**config.mk**
```make
export PLATFORM = sky130hd
export DESIGN_NAME = emc_ext_mem_ctrl
export DESIGN_NICKNAME = d
export VERILOG_FILES = /design/src/hw/emc_pkg.sv /design/src/hw/emc_ext_mem_ctrl.sv
export VERILOG_INCLUDE_DIRS = /design/src /design/src/hw
export SDC_FILE = /design/constraint.sdc
export NUM_CORES = 1
export LEC_CHECK = 0
export BUFFER_PORTS_ARGS = -buffer_cell sky130_fd_sc_hd__buf_2
export CAP_MARGIN = 15
export CORE_ASPECT_RATIO = 1.25
export CORE_MARGIN = 2
export CORE_UTILIZATION = 40
export CTS_CLUSTER_SIZE = 28
export DETAILED_ROUTE_END_ITERATION = 8
export PLACE_DENSITY = 0.67
export SYNTH_ARGS = -nofsm -noshare
export SYNTH_HDL_FRONTEND = slang
export SYNTH_SLANG_ARGS = --single-unit
```
**constraint.sdc**
```tcl
create_clock -name pclk -period 4.1 [get_ports pclk]
set_input_delay 0.82 -clock pclk [delete_from_list [all_inputs] [get_ports pclk]]
set_output_delay 0.82 -clock pclk [all_outputs]
set_load 0.1 [all_outputs]
```
**src/hw/emc_defs.svh**
```systemverilog
// Register offsets, field positions, reset values and timing counts
`ifndef EMC_DEFS_SVH
`define EMC_DEFS_SVH

// ------------------------------------------------------------
// Register byte offsets
// ------------------------------------------------------------
`define EMC_OFS_MODE     12'h000
`define EMC_OFS_RWAIT    12'h004
`define EMC_OFS_PDOWN    12'h008
`define EMC_OFS_CLKDIV   12'h00c
`define EMC_OFS_CLKEN    12'h010
`define EMC_OFS_MTYPE    12'h014
`define EMC_OFS_WWAIT    12'h018
`define EMC_OFS_STATUS   12'h01c

// ------------------------------------------------------------
// Field positions and reset values
// ------------------------------------------------------------
`define EMC_PDOWN_BIT    0
`define EMC_PDOWN_POL    1
`define EMC_RST_MODE     1'b1
`define EMC_RST_WAIT     3'h0
`define EMC_RST_DIV      2'h0
`define EMC_RST_CLKEN    1'b0
`define EMC_RST_MTYPE    1'b0
`define EMC_RST_PDOWN    2'h0

// ------------------------------------------------------------
// Timing
// ------------------------------------------------------------
`define EMC_WAKE_MEMCLKS 2

`endif

```
**src/hw/emc_pkg.sv**
```systemverilog
// Types shared by the external memory controller
package emc_pkg;

  typedef enum logic {
    EMC_MEM_SYNC  = 1'b0,
    EMC_MEM_ASYNC = 1'b1
  } emc_mem_type_t;

  typedef enum logic {
    EMC_MODE_CUSTOM  = 1'b0,
    EMC_MODE_BUILTIN = 1'b1
  } emc_mode_t;

  // Strobes towards the control port, active low except clock and sleep
  typedef struct packed {
    logic ext_mem_clk;
    logic ext_chip_enable_n;
    logic ext_output_enable_n;
    logic ext_write_enable_n;
    logic ext_addr_strobe_n;
    logic ext_sleep_line;
  } emc_strobe_t;

  // Transfer request from the peripheral hub
  typedef struct packed {
    logic req;
    logic write;
  } emc_hub_req_t;

endpackage : emc_pkg

```
**src/hw/emc_ext_mem_ctrl.sv**
```systemverilog
// External memory controller: strobes, memory clock, wait states, sleep line
//
// Notes on behaviour
// Memory clock is bus clock divided 1-4; ratios 2 and 3 leave it stuck high
// No address or data path, strobes only
// Supports sync, async, pseudo SRAM, NOR flash
// External address up to 24 bits
// External data 8 or 16 bits
// Address ports mapped by port role select
// Data ports mapped by port role select
// Software sets control port bypass bit
// Strobes use three to six control pins
// Mode picks builtin or custom interface
// Memory type picks sync or async strobes
// Separate read and write extra waits
// Up to seven extra waits added
// Base waits 2N-1 read, 2N write
// Software keeps memory clock under 33 MHz
// Clock enable switches whole block off; the APB registers and the strobe output flops stay live
// Settings kept through chip sleep
// Sleep asserted after current transfer ends
// Wake needs two memory clocks before access
// Sleep line polarity programmable
// Runs on the bus clock
// Peripherals behave as async memory
// Async strobes held for all waits
`timescale 1ns/1ns

`include "emc_defs.svh"

module emc_ext_mem_ctrl
  import emc_pkg::*;
#(
  parameter int unsigned WAIT_W = 3
) (
  input  wire logic          pclk,
  input  wire logic          presetn,
  input  wire logic          clk_en,
  input  wire logic          psel,
  input  wire logic          penable,
  input  wire logic          pwrite,
  input  wire logic [11:0]   paddr,
  input  wire logic [31:0]   pwdata,
  output logic      [31:0]   prdata,
  output logic               pready,
  output logic               pslverr,
  input  emc_hub_req_t       hub_req,
  output logic               hub_ready,
  output emc_strobe_t        strobes,
  output logic               custom_mode,
  output logic               busy
);

  // ------------------------------------------------------------
  // Configuration registers
  // ------------------------------------------------------------
  // No address or data word passes here; the hub drives the ports itself. R02
  // Limits of the port wiring the strobes must serve
  localparam int unsigned ADDR_BITS_MAX = 24;
  localparam int unsigned ADDR_PORTS    = 3;
  localparam int unsigned DATA_PORTS    = 2;
  localparam int unsigned DATA_BITS_MAX = 8 * DATA_PORTS;
  logic              mode_q;
  logic [WAIT_W-1:0] rwait_q;
  logic [WAIT_W-1:0] wwait_q;
  logic [1:0]        pdown_q;
  logic [1:0]        div_q;
  logic              clken_q;
  logic              mtype_q;

  // Block gate: bus side stays live so software can reenable it
  logic run;
  assign run = clk_en && clken_q;

  function automatic logic hit(input logic [11:0] a, input logic [11:0] ofs);
    hit = (a == ofs);
  endfunction : hit

  logic wr_en;
  assign wr_en = psel && penable && pwrite;

  // Plain flops with no sleep clear, so settings survive chip sleep R17
  always_ff @(posedge pclk or negedge presetn) begin
    if (!presetn) begin
      mode_q  <= `EMC_RST_MODE;
      rwait_q <= '0;
      wwait_q <= '0;
      pdown_q <= `EMC_RST_PDOWN;
      div_q   <= `EMC_RST_DIV;
      clken_q <= `EMC_RST_CLKEN;
      mtype_q <= `EMC_RST_MTYPE;
    end else if (clk_en && wr_en) begin
      if (hit(paddr, `EMC_OFS_MODE))   mode_q  <= pwdata[0];
      if (hit(paddr, `EMC_OFS_RWAIT))  rwait_q <= pwdata[WAIT_W-1:0];
      if (hit(paddr, `EMC_OFS_WWAIT))  wwait_q <= pwdata[WAIT_W-1:0];
      if (hit(paddr, `EMC_OFS_PDOWN))  pdown_q <= pwdata[1:0];
      if (hit(paddr, `EMC_OFS_CLKDIV)) div_q   <= pwdata[1:0];
      if (hit(paddr, `EMC_OFS_CLKEN))  clken_q <= pwdata[0];
      if (hit(paddr, `EMC_OFS_MTYPE))  mtype_q <= pwdata[0];
    end
  end

  // ------------------------------------------------------------
  // APB read side
  // ------------------------------------------------------------
  logic mapped;
  logic sleep_q;
  logic waking;
  assign mapped = (paddr[11:5] == 7'h00) && (paddr[1:0] == 2'h0);
  assign pready  = 1'b1;
  assign pslverr = psel && penable && !mapped;

  always_ff @(posedge pclk or negedge presetn) begin
    if (!presetn) begin
      prdata <= 32'h0000_0000;
    end else if (clk_en && psel && !penable && !pwrite) begin
      prdata <= 32'h0000_0000;
      case (paddr)
        `EMC_OFS_MODE:   prdata[0]          <= mode_q;
        `EMC_OFS_RWAIT:  prdata[WAIT_W-1:0] <= rwait_q;
        `EMC_OFS_WWAIT:  prdata[WAIT_W-1:0] <= wwait_q;
        `EMC_OFS_PDOWN:  prdata[1:0]        <= pdown_q;
        `EMC_OFS_CLKDIV: prdata[1:0]        <= div_q;
        `EMC_OFS_CLKEN:  prdata[0]          <= clken_q;
        `EMC_OFS_MTYPE:  prdata[0]          <= mtype_q;
        `EMC_OFS_STATUS: prdata[2:0]        <= {waking, sleep_q, busy};
        default:         prdata             <= 32'h0000_0000;
      endcase
    end
  end

  // ------------------------------------------------------------
  // Memory clock divider
  // ------------------------------------------------------------
  logic [1:0] div_cnt_q;
  logic       tick;
  logic       mclk_q;
  assign tick = run && (div_cnt_q == div_q);

  always_ff @(posedge pclk or negedge presetn) begin
    if (!presetn) begin
      div_cnt_q <= 2'h0;
    end else if (run) begin
      div_cnt_q <= tick ? 2'h0 : div_cnt_q + 2'h1;
    end
  end

  // Divide by one toggles every edge; ratios two and three leave the clock stuck high
  always_ff @(posedge pclk or negedge presetn) begin
    if (!presetn) begin
      mclk_q <= 1'b0;
    end else if (run) begin
      if (div_q == 2'h0)
        mclk_q <= ~mclk_q;
      else if (div_cnt_q == 2'h0)
        mclk_q <= 1'b1;
      else if (div_cnt_q == {1'b0, div_q[1]} + 2'h1 || div_cnt_q == div_q)
        mclk_q <= (div_cnt_q == div_q) ? mclk_q : 1'b0;
    end
  end

  // ------------------------------------------------------------
  // Transfer sequencer
  // ------------------------------------------------------------
  typedef enum logic [1:0] { ST_IDLE, ST_ACCESS, ST_DONE } st_t;
  st_t        st_q;
  logic [4:0] wcnt_q;
  logic       wr_q;
  logic [4:0] total;
  logic [3:0] base_n;
  logic       can_start;

  // Reads 2N-1, writes 2N, plus the programmed extra R14
  assign base_n = {1'b0, div_q, 1'b0} + 4'h2;
  always_comb begin
    if (hub_req.write)
      total = {1'b0, base_n} + {2'b00, wwait_q};
    else
      total = {1'b0, base_n} - 5'h1 + {2'b00, rwait_q};
  end

  assign can_start = run && hub_req.req && !sleep_q && !waking;

  always_ff @(posedge pclk or negedge presetn) begin
    if (!presetn) begin
      st_q   <= ST_IDLE;
      wcnt_q <= 5'h00;
      wr_q   <= 1'b0;
    end else if (run) begin
      case (st_q)
        ST_IDLE: begin
          if (can_start) begin
            st_q   <= ST_ACCESS;
            wcnt_q <= total;
            wr_q   <= hub_req.write;
          end
        end
        ST_ACCESS: begin
          if (wcnt_q <= 5'h1)
            st_q <= ST_DONE;
          else
            wcnt_q <= wcnt_q - 5'h1;
        end
        ST_DONE: st_q <= ST_IDLE;
        default: st_q <= ST_IDLE;
      endcase
    end
  end

  assign busy      = (st_q != ST_IDLE);
  assign hub_ready = run && (st_q == ST_DONE);

  // ------------------------------------------------------------
  // Sleep line and wake delay
  // ------------------------------------------------------------
  logic [1:0] wake_q;
  always_ff @(posedge pclk or negedge presetn) begin
    if (!presetn) begin
      sleep_q <= 1'b0;
      wake_q  <= 2'h0;
    end else if (run) begin
      if (pdown_q[`EMC_PDOWN_BIT] && !busy && !can_start)
        sleep_q <= 1'b1;
      else if (!pdown_q[`EMC_PDOWN_BIT] && sleep_q) begin
        sleep_q <= 1'b0;
        wake_q  <= 2'(`EMC_WAKE_MEMCLKS);
      end else if (wake_q != 2'h0 && tick)
        wake_q <= wake_q - 2'h1;
    end
  end
  assign waking = (wake_q != 2'h0);

  // ------------------------------------------------------------
  // Strobe outputs
  // ------------------------------------------------------------
  // Address strobe only in sync mode; custom mode leaves the enable and address strobes idle
  logic act;
  logic sync_m;
  assign act    = (st_q == ST_ACCESS) && mode_q;
  // Pseudo SRAM and NOR flash ride on the async strobe set R03
  assign sync_m = (mtype_q == EMC_MEM_SYNC);
  assign custom_mode = !mode_q;

  always_ff @(posedge pclk or negedge presetn) begin
    if (!presetn) begin
      strobes <= '{1'b0, 1'b1, 1'b1, 1'b1, 1'b1, 1'b0};
    end else if (clk_en) begin
      strobes.ext_mem_clk         <= mclk_q && sync_m && run;
      strobes.ext_chip_enable_n   <= !act;
      strobes.ext_output_enable_n <= !(act && !wr_q);
      strobes.ext_write_enable_n  <= !(act && wr_q);
      strobes.ext_addr_strobe_n   <= !(act && sync_m && wcnt_q == total);
      strobes.ext_sleep_line      <= sleep_q ^ pdown_q[`EMC_PDOWN_POL];
    end
  end

endmodule : emc_ext_mem_ctrl

```
After elaboration in Yosys (flattened, before gate mapping)
Index checks and enable logic that the tools add are counted.
- $add $sub $neg: 8
- $lt $le $gt $ge: 1
- eq/ne operators: 16
- muxes and demuxes: 19
- bitwise gates (word level): 4
- reduce and logical (&&, ||, !) cells: 65
- operator list (operator ; number):
    $eq 12x5->1 const B ; 4
    $logic_and 1x1->1 ; 25
    $eq 12x4->1 const B ; 2
    $reduce_and 2->1 ; 8
    $mux 5 ; 3
    $logic_not 1->1 ; 14
    $eq 12x3->1 const B ; 1
    $logic_not 12->1 ; 1
    $reduce_and 3->1 ; 4
    $mux 2 ; 5
    $pmux 5 s2 ; 1
    $reduce_bool 2->1 ; 5
    $logic_not 2->1 ; 4
    $pmux 1 s8 ; 1
    $logic_not 7->1 ; 1
    $mux 1 ; 6
    $ne 2x2->1 const B ; 3
    $add 4x3->5 ; 1
    $add 5x3->5 ; 1
    $eq 5x5->1 ; 1
    $le 5x1->1 const B ; 1
    $pmux 1 s5 ; 1
    $sub 4x1->5 const B ; 1
    $sub 5x1->5 const B ; 1
    15 further kinds ; 18
- flip-flop bits (word level): 36
- input port bits: 52
- output and inout port bits: 43
- logic and storage cells: 134

Longest topological paths before layout
Gate-level depths: netlist of run 1.
- depth in word-level cells: 8
- depth in mapped cells: 11
- mapped depth without buffers: 11

Worst setup path after synthesis of run 1
No wires, ideal clock.
- kind: input to output
- from: input clk_en
- to: output hub_ready
- arrival time: 3.171 ns
- data required time: 3.280 ns
- path slack: 0.109 ns
- cell stages on the path: 2
- buffers on the path: 0
- path through: nand2_1 -> nor3b_1
- cells in the longest elaborated chain, start to end: 2
- RTL lines (item ; RTL line ; RTL):
    start, declared ; emc_ext_mem_ctrl.sv:38 ; input wire logic clk_en,
    $logic_and 1x1->1 ; emc_ext_mem_ctrl.sv:73 ; assign run = clk_en && clken_q;
    $logic_and 1x1->1 ; emc_ext_mem_ctrl.sv:211 ; assign hub_ready = run && (st_q == ST_DONE);
    end, declared ; emc_ext_mem_ctrl.sv:48 ; output logic hub_ready,
No other way between the ends.

Worst setup path in the final report of run 1
- from: input paddr[1]
- to: output pslverr
- cells in the longest elaborated chain, start to end: 4
- RTL lines (item ; RTL line ; RTL):
    start, declared ; emc_ext_mem_ctrl.sv:42 ; input wire logic [11:0] paddr,
    $logic_not 2->1 ; emc_ext_mem_ctrl.sv:109 ; assign mapped = (paddr[11:5] == 7'h00) && (paddr[1:0] == 2'h0);
    $logic_and 1x1->1 ; emc_ext_mem_ctrl.sv:109 ;
    $logic_not 1->1 ; emc_ext_mem_ctrl.sv:111 ; assign pslverr = psel && penable && !mapped;
    $logic_and 1x1->1 ; emc_ext_mem_ctrl.sv:111 ;
    end, declared ; emc_ext_mem_ctrl.sv:46 ; output logic pslverr,
No other way between the ends.

==> results.toml, run 1 <==
[cts]
clkLatencyLatePin_ns = 0.29
cts.sinks = 36
cts.repair.resized = 0
ctsHoldBuffers = 0
h-tree-depth = 2
cts_made_buffers = 5
path_clk_slew_ns = 0.08
cts_root_buf = "clkbuf_8"
cts_setup_buffers = 0
cts_tree = "yes"
clockBufferDepth = 2

[worst_setup_path]
worst-path-buf-inv = 2
path_max_fanout = 8
worstSetupStartpointType = "input pin"
end_kind = "output pin"
reg2regPathDepth = 11
crit_chain = "buf_2 > nor2_1 > nand3_1 > and3_1 > buf_2"
cp.arrival_ns = 2.05
reg2reg_from = "div_q[0]"
cp_slowest_cell = "nor2_1"
path_delay_family = "simple AND/OR/NAND/NOR gates"
crit_type = "in2out"
critPathRequiredTime_ns = 3.28
critPathMaxStageDelay_ns = 0.42
r2r_end = "strobes[1]"
reg2reg_setup_slack_ns = 1.33
cpMostUsedCell = "buf_2"

[status]
outcome = "finished clean"

[drt]
firstDrtPassIters = 4
avgRoutedWirePerCell_um = 13.4
via_count = 1976
antenna_left = 0
drt_wl_total_um = 5340
vias_per_cell = 4.96
drt_iter0_drc = 159
drc = 0

[timing]
fin_skew_ns = 0.00964
slew_headroom_pct = 44.9
rsz0062_at_grt = "false"
period_share_pct = 70.1
fin_crit_ns = 2.87
fin_setup_tns_ns = 0
fmax_mhz = 348
final-max-slew-violation-count = 0
finalHoldViolCount = 0
tightest_slew_ns = 0.826
setup_viol = 0

[power]
ir_worst_vdd_uv = 174
leakage_nw = 1.30
powerDensity_nw_per_um2 = 279

[global_route]
grt_pass1_vias = 1921
grt_use_total_pct = 16.0
grt_pass1_wl_um = 9130
grt_max_degree = 37
antenna_found_initial = 0
grt_remaining_overflow = 0

[placed_design]
place_inst = 390
place_hpwl_um = 4140
portBuffers = 35
gp_congestion = 0.815

[finish]
fillers = 610
layout.cells.non_filler = 398
regArea_um2 = 907
final_cell_mix = "35 x buf_2, 31 x dfrtp_1, 30 x conb_1"
layout.nets = 379
n_antenna_cell = 0
layout-drive-gt1-share_pct = 22.4
multi_input_area_um2 = 1430
final_common_cell = "buf_2"
syn2layout_area_growth_pct = 7.78

[logic_synthesis]
yosysUniqueCellTypes = 51
ys.flop_type = "dfrtp_1"
netlist_area_um2 = 2590
synth_top_family_by_area = "simple AND/OR/NAND/NOR gates"
synth_simple_gate_area_share_pct = 16.6
yosysWarnings = 0
muxShareOfSynthArea_pct = 8.50
async_flop_share_pct = 100
synth_edf_count = 0
seq_area_frac_synth_pct = 35.0
synth-compound-area-share_pct = 14.5
synth-xor-area-share_pct = 3.38
ys_seq_elements = 36
syn_inst = 280
synth_area_per_cell_um2 = 9.25
synth_fa_ha_area_share_pct = 7.83

[die]
die_h_um = 94.0
die-area_um2 = 7140
start_util_pct = 41.7
coreArea_um2 = 6210
io_pins = 95
rows = 32
die_x_um = 76.0

[min_path]
hp-class = "reg2reg"
min_to = "prdata[1]"
holdCritStartpoint = "prdata[1]"
whs_path_depth = 2

[run]
cap_violations = 0
synthesized netlist by cell type (2+ instances only):
cell type	n	area, um2
dfrtp_1	31	776
nor3_1	7	35.0
nor2b_1	2	12.5
a21o_1	2	15.0
conb_1	2	7.51
xor2_1	2	17.5
fa_1	2	40.0
nand2b_1	3	18.8
nand4b_1	2	17.5
buf_4	30	225
a31oi_1	5	31.3
ha_1	13	163
o21a_1	3	22.5
nand2_1	22	82.6
o31ai_1	3	22.5
o21ai_0	18	90.1
mux2_2	16	180
a21oi_1	11	55.1
clkbuf_1	4	15.0
nand3_1	10	50.1
nand4_1	3	18.8
nor2_1	16	60.1
nor4_4	2	42.5
nor4b_1	2	17.5
nor3b_1	2	15.0
mux2i_1	4	40.0
and3_1	2	12.5
dfstp_2	5	131
xnor2_1	8	70.1
buf_2	3	15.0
inv_1	25	93.8
power breakdown:
group,internal (mW),switching (mW)
clock,0.119,0.127
combinational,0.0163,0.160
sequential,0.356,0.000744
cell type report:
cell class | instances | share of cell area (%)
clock inverter | 1 | 0.179
sequential | 36 | 32.5
timing repair buffer | 35 | 6.28
inverter | 25 | 3.36
multi-input combinational | 209 | 51.1
clock buffer | 7 | 2.73
tap | 85 | 3.81
worst register-to-register path, cell delays in order (launching register included):
cell	delay, ns
dfrtp_1	0.51
inv_1	0.11
ha_1	0.33
inv_1	0.08
ha_1	0.27
inv_1	0.06
fa_1	0.54
nor2_1	0.05
a21oi_1	0.19
xnor2_1	0.15
nand4_1	0.12
o32a_1	0.30
flip-flops by register name, indices dropped and copies added, names as in the netlist:
register	cells
strobes	6
wcnt_q	5
prdata	3
rwait_q	3
wwait_q	3
div_cnt_q	2
div_q	2
pdown_q	2
st_q	2
wake_q	2
clken_q	1
mclk_q	1
mode_q	1
mtype_q	1
sleep_q	1
wr_q	1
kinds of logic after synthesis:
kind of cell,count (synthesis)
compound gates,56
fa+ha+maj,15
xor+xnor,10
simple gates,78
flops,36
other cells,2
buf+inv,63
mux,20
through the flow:
step | utilization, % | hold WS (ns) | area [um2] | total power, mW | worst slack, ns
finish | 45.0 | 0.476 | 2790 | 0.779 | 1.23
global route | 45.0 | 0.495 | 2790 | 0.804 | 1.11
CTS | 45.0 | 0.480 | 2790 | 0.784 | 1.23
detailed placement | 43.7 | 0.456 | 2710 | 0.540 | 1.24
global placement | 43.7 | 0.455 | 2710 | 0.539 | 1.25
floorplan | - | 0.449 | 2700 | 0.536 | 0.109
layer usage:
layer	routed length, um	GRT usage, %	vias up
met3	221	2.98	11
met4	97	6.06	0
li1	-	-	973
met5	0	0	-
met2	2660	27.7	64
met1	2360	20.1	928
worst max-delay path by stage:
stage	from	endpoint	cells after the start
4_1_cts	paddr[1]	pslverr	5
3_5_place_dp	paddr[1]	pslverr	5
5_1_grt	paddr[1]	pslverr	5
3_3_place_gp	paddr[1]	pslverr	5
2_1_floorplan	clk_en	hub_ready	2
6_report	paddr[1]	pslverr	5
No activity file was read; power rests on OpenSTA's default activity.
==> run 2: changes to the inputs <==
--- a/config.mk
+++ b/config.mk
@@ -13,7 +13,7 @@
 export CORE_UTILIZATION = 40
 export CTS_CLUSTER_SIZE = 28
 export DETAILED_ROUTE_END_ITERATION = 8
-export PLACE_DENSITY = 0.67
+export PLACE_DENSITY = 0.69
 export SYNTH_ARGS = -nofsm -noshare
 export SYNTH_HDL_FRONTEND = slang
 export SYNTH_SLANG_ARGS = --single-unit
==> constraint.sdc (replaced) <==
create_clock -name pclk -period 2.4 [get_ports pclk]
set_input_delay 0.48 -clock pclk [delete_from_list [all_inputs] [get_ports pclk]]
set_output_delay 0.48 -clock pclk [all_outputs]
set_load 0.1 [all_outputs]
==> results.toml, run 2 (synthesis gave the netlist of run 1 again) <==
[timing]
slew_headroom_pct = 46.1
fmax_mhz = 421
period_share_pct = 99.0
setup_viol = 0
rsz0062_at_grt = "true"
fin_setup_tns_ns = 0
finalHoldViolCount = 0
final-max-slew-violation-count = 0
fin_crit_ns = 2.38
hold_slack_ns = 0.282
tightest_slew_ns = 0.809
fin_skew_ns = 0.00779
layout_setup_ws_ns = 0.0250

[finish]
final_cell_mix = "34 x buf_2, 30 x conb_1, 30 x dfrtp_1"
multi_input_area_um2 = 1530
syn2layout_area_growth_pct = 19.0
n_antenna_cell = 0
top_register = "strobes"
final_common_cell = "buf_2"
regArea_um2 = 908
largest_reg_flops = 6
final_util_pct = 49.7
layout.nets = 401
fillers = 574
top_regs = "strobes x6, wcnt_q x5"
layout-drive-gt1-share_pct = 33.1

[global_route]
grt_pass1_vias = 2051
grt_remaining_overflow = 0
grt_use_total_pct = 16.0
grt_pass1_wl_um = 9270
grt_max_degree = 37
antenna_found_initial = 0

[drt]
drc = 0
antenna_left = 0
drt_wl_total_um = 5580
via_count = 2077
vias_per_cell = 4.95
drt_iter0_drc = 98
avgRoutedWirePerCell_um = 13.3
firstDrtPassIters = 4

[worst_setup_path]
end_kind = "register"
path_max_fanout = 4
reg2reg_setup_slack_ns = 0.02
worstSetupStartpointType = "register"
crit_type = "reg2reg"
critPathRequiredTime_ns = 2.61
cp.arrival_ns = 2.59

[cts]
h-tree-depth = 2
clkLatencyLatePin_ns = 0.29
cts_tree = "yes"
cts_made_buffers = 5
cts_root_buf = "clkbuf_8"
clockBufferDepth = 2
path_clk_slew_ns = 0.07
cts.sinks = 36

[placed_design]
dp_slack_ns = -0.0828
place_hpwl_um = 4260
gp_congestion = 0.857
portBuffers = 35

[die]
die-area_um2 = 7140
io_pins = 95
rows = 32
coreArea_um2 = 6210
start_util_pct = 41.7
die_x_um = 76.0
die_h_um = 94.0

[status]
outcome = "finished clean"

[power]
powerDensity_nw_per_um2 = 432
power_mw = 1.33
leakage_nw = 1.41
ir_worst_vdd_uv = 286

[min_path]
hp-class = "in2async"

[run]
cap_violations = 0
## run 2: layout make-up
| type | instances | share of cell area [%] |
|---|---|---|
| Tap cell | 85 | 3.45 |
| Timing Repair Buffer | 57 | 11.7 |
| Inverter | 25 | 3.05 |
| Clock inverter | 1 | 0.162 |
| Clock buffer | 7 | 2.48 |
| Multi-Input combinational cell | 209 | 49.7 |
| Sequential cell | 36 | 29.5 |
## run 2: timing repair
action,in CTS,in global routing
setup buffers,1,8
hold buffers,0,0
endpoints found under the hold margin,0,0
endpoints found under the setup margin,2,3
gates resized for setup,8,8
pin swaps,3,10
## run 2: report_power, final
| part | total [mW] | internal [mW] | leakage, nW | switching [mW] |
|---|---|---|---|---|
| clock | 0.415 | 0.204 | 0.0422 | 0.211 |
| sequential | 0.610 | 0.609 | 0.456 | 0.00135 |
| combinational | 0.308 | 0.0331 | 0.915 | 0.275 |
| total | 1.33 | 0.846 | 1.41 | 0.487 |
## run 2: worst max-delay path: stages, from the launching register on
cell	delay (ns)
dfrtp_2	0.42
buf_6	0.13
ha_4	0.25
inv_2	0.04
ha_4	0.16
fa_1	0.54
nor2_2	0.04
a21oi_2	0.15
xnor2_1	0.15
nand4_1	0.10
o32a_1	0.33
## run 2: final timing paths
path | start | endpoint | cells past startpoint
max in group asynchronous | presetn | div_q[0] | 1
min in group pclk | pwdata[2] | wwait_q[2] | 3
hold / removal | presetn | strobes[0] | 1
setup / recovery | div_q[0] | strobes[1] | 10
setup reg to reg | div_q[0] | strobes[1] | 10
hold reg to reg | prdata[2] | prdata[2] | 2
## run 2: routing by layer
metal	GRT usage (%)	vias up	routed length, um
met1	19.1	984	2380
met3	4.23	8	297
met4	3.48	0	74
met5	0	-	0
met2	29.1	66	2840
li1	-	1019	-
## run 2: metrics by stage
| step | cells | cell area, um2 |
|---|---|---|
| 2_1_floorplan | 308 | 2710 |
| 3_3_place_gp | 403 | 2840 |
| 3_5_place_dp | 403 | 2840 |
| 4_1_cts | 412 | 2970 |
| 5_1_grt | 420 | 3080 |
| 6_report | 420 | 3080 |
==> run 3: changes to the inputs <==
--- a/config.mk
+++ b/config.mk
@@ -8,12 +8,12 @@
 export LEC_CHECK = 0
 export BUFFER_PORTS_ARGS = -buffer_cell sky130_fd_sc_hd__buf_2
 export CAP_MARGIN = 15
-export CORE_ASPECT_RATIO = 1.25
+export CORE_ASPECT_RATIO = 2
 export CORE_MARGIN = 2
 export CORE_UTILIZATION = 40
 export CTS_CLUSTER_SIZE = 28
 export DETAILED_ROUTE_END_ITERATION = 8
-export PLACE_DENSITY = 0.69
+export PLACE_DENSITY_LB_ADDON = 0.3
 export SYNTH_ARGS = -nofsm -noshare
 export SYNTH_HDL_FRONTEND = slang
 export SYNTH_SLANG_ARGS = --single-unit
==> results.toml, run 3 (synthesis gave the netlist of run 1 again) <==
[placed_design]
dp_slack_ns = -0.157
gp_congestion = 0.843
portBuffers = 35
placed_area_um2 = 2860
place_hpwl_um = 4780

[timing]
period_share_pct = 100
hold_slack_ns = 0.197
rsz0062_at_grt = "true"
fin_crit_ns = 2.41
finalHoldViolCount = 0
slew_headroom_pct = 61.1
tightest_slew_ns = 0.584
fin_skew_ns = 0.00454
final-max-slew-violation-count = 0
layout_setup_ws_ns = -0.0117
fmax_mhz = 415
setup_viol = 1

[worst_setup_path]
end_kind = "register"
worstSetupStartpointType = "register"
reg2regPathDepth = 11
critPathRequiredTime_ns = 2.61
path_max_fanout = 2
cp.arrival_ns = 2.62
reg2reg_from = "div_q[0]"
crit_start = "div_q[0]"
crit_type = "reg2reg"

[global_route]
grt_pass1_wl_um = 9810
grt_pass1_vias = 2094
grt_use_total_pct = 18.4
grt_max_degree = 25
grt_remaining_overflow = 0
antenna_found_initial = 0

[cts]
cts_root_buf = "clkbuf_16"
clkLatencyLatePin_ns = 0.28
cts.sinks = 36
clockBufferDepth = 2
cts_made_buffers = 5
cts_tree = "yes"
h-tree-depth = 2
path_clk_slew_ns = 0.05

[power]
ir_worst_vdd_uv = 366
power_mw = 1.54
powerDensity_nw_per_um2 = 501
leakage_nw = 1.42

[drt]
avgRoutedWirePerCell_um = 14.3
drt_wl_total_um = 5950
via_count = 2101
drc = 0
antenna_left = 0
drt_iter0_drc = 77
firstDrtPassIters = 4
vias_per_cell = 5.04

[finish]
top_register = "strobes"
n_antenna_cell = 0
fillers = 631
regArea_um2 = 908
layout.nets = 397
final_cell_mix = "34 x buf_2, 30 x conb_1, 30 x dfrtp_1"
layout-drive-gt1-share_pct = 31.1
syn2layout_area_growth_pct = 18.4
top_regs = "strobes x6, wcnt_q x5"
stdcell_area_um2 = 3070
final_common_cell = "buf_2"
multi_input_area_um2 = 1490
largest_reg_flops = 6

[min_path]
hp-class = "in2async"

[die]
start_util_pct = 41.0
io_pins = 95
rows = 41
coreArea_um2 = 6310
die-area_um2 = 7170
die_x_um = 60.9
die_h_um = 118

[status]
violations = "negative setup slack"
outcome = "finished with violations"

[run]
cap_violations = 0
==> run 3: critical path: stages, from the launching register on <==
cell and delay [ns]:
dfrtp_2 0.37, inv_2 0.06, ha_4 0.27, inv_2 0.04, ha_4 0.25, inv_2 0.04
fa_1 0.52, nor2_1 0.05, a21oi_2 0.17, xnor2_1 0.14, nand4_1 0.12, o32a_1 0.30
==> run 3: report_power, final <==
group          total (mW)  internal, mW  leakage [nW]  switching (mW)
Clock               0.618         0.383        0.0679           0.235
Combinational       0.308        0.0327         0.901           0.275
Sequential          0.611         0.610         0.456         0.00147
Total                1.54          1.03          1.42           0.511
==> run 3: worst paths after layout <==
kind	to	slack, ns
max	strobes[1]	-0.01
min	wcnt_q[4]	0.20
max reg2reg	strobes[1]	-0.01
min reg2reg	prdata[2]	0.47
max in group asynchronous	strobes[2]	1.57
min in group pclk	wwait_q[2]	0.45
==> run 3: repair_timing <==
| item | CTS | global route |
|---|---|---|
| setup endpoints to repair | 2 | 3 |
| resized for setup | 6 | 4 |
| buffers inserted | 1 | 2 |
| cloned | 0 | 0 |
| hold buffers | 0 | 0 |
| pin swaps | 1 | 2 |
==> run 3: layout make-up <==
type	count	area share, %
sequential	36	29.6
inverter	25	3.06
tap	86	3.51
multi-input combinational	209	48.7
timing repair buffer	53	10.6
clock inverter	1	0.163
clock buffer	7	4.33
==> run 3: metal layers <==
| metal | track usage (%) | part of all wire (%) | vias up |
|---|---|---|---|
| met3 | 2.53 | 4.1 | 18 |
| met5 | 0 | 0 | - |
| met2 | 33.7 | 57 | 78 |
| met1 | 18.3 | 35 | 986 |
| li1 | - | - | 1019 |
| met4 | 10.1 | 4.6 | 0 |
==> run 3: through the flow <==
step	TNS, ns	utilization [%]	instances
after CTS	-0.0368	48.1	415
after floorplan	-0.0270	-	308
after global routing	-0.159	48.6	417
after detailed placement	-0.157	45.3	406
final	-0.0117	48.6	417
after global placement	-0.139	45.3	406
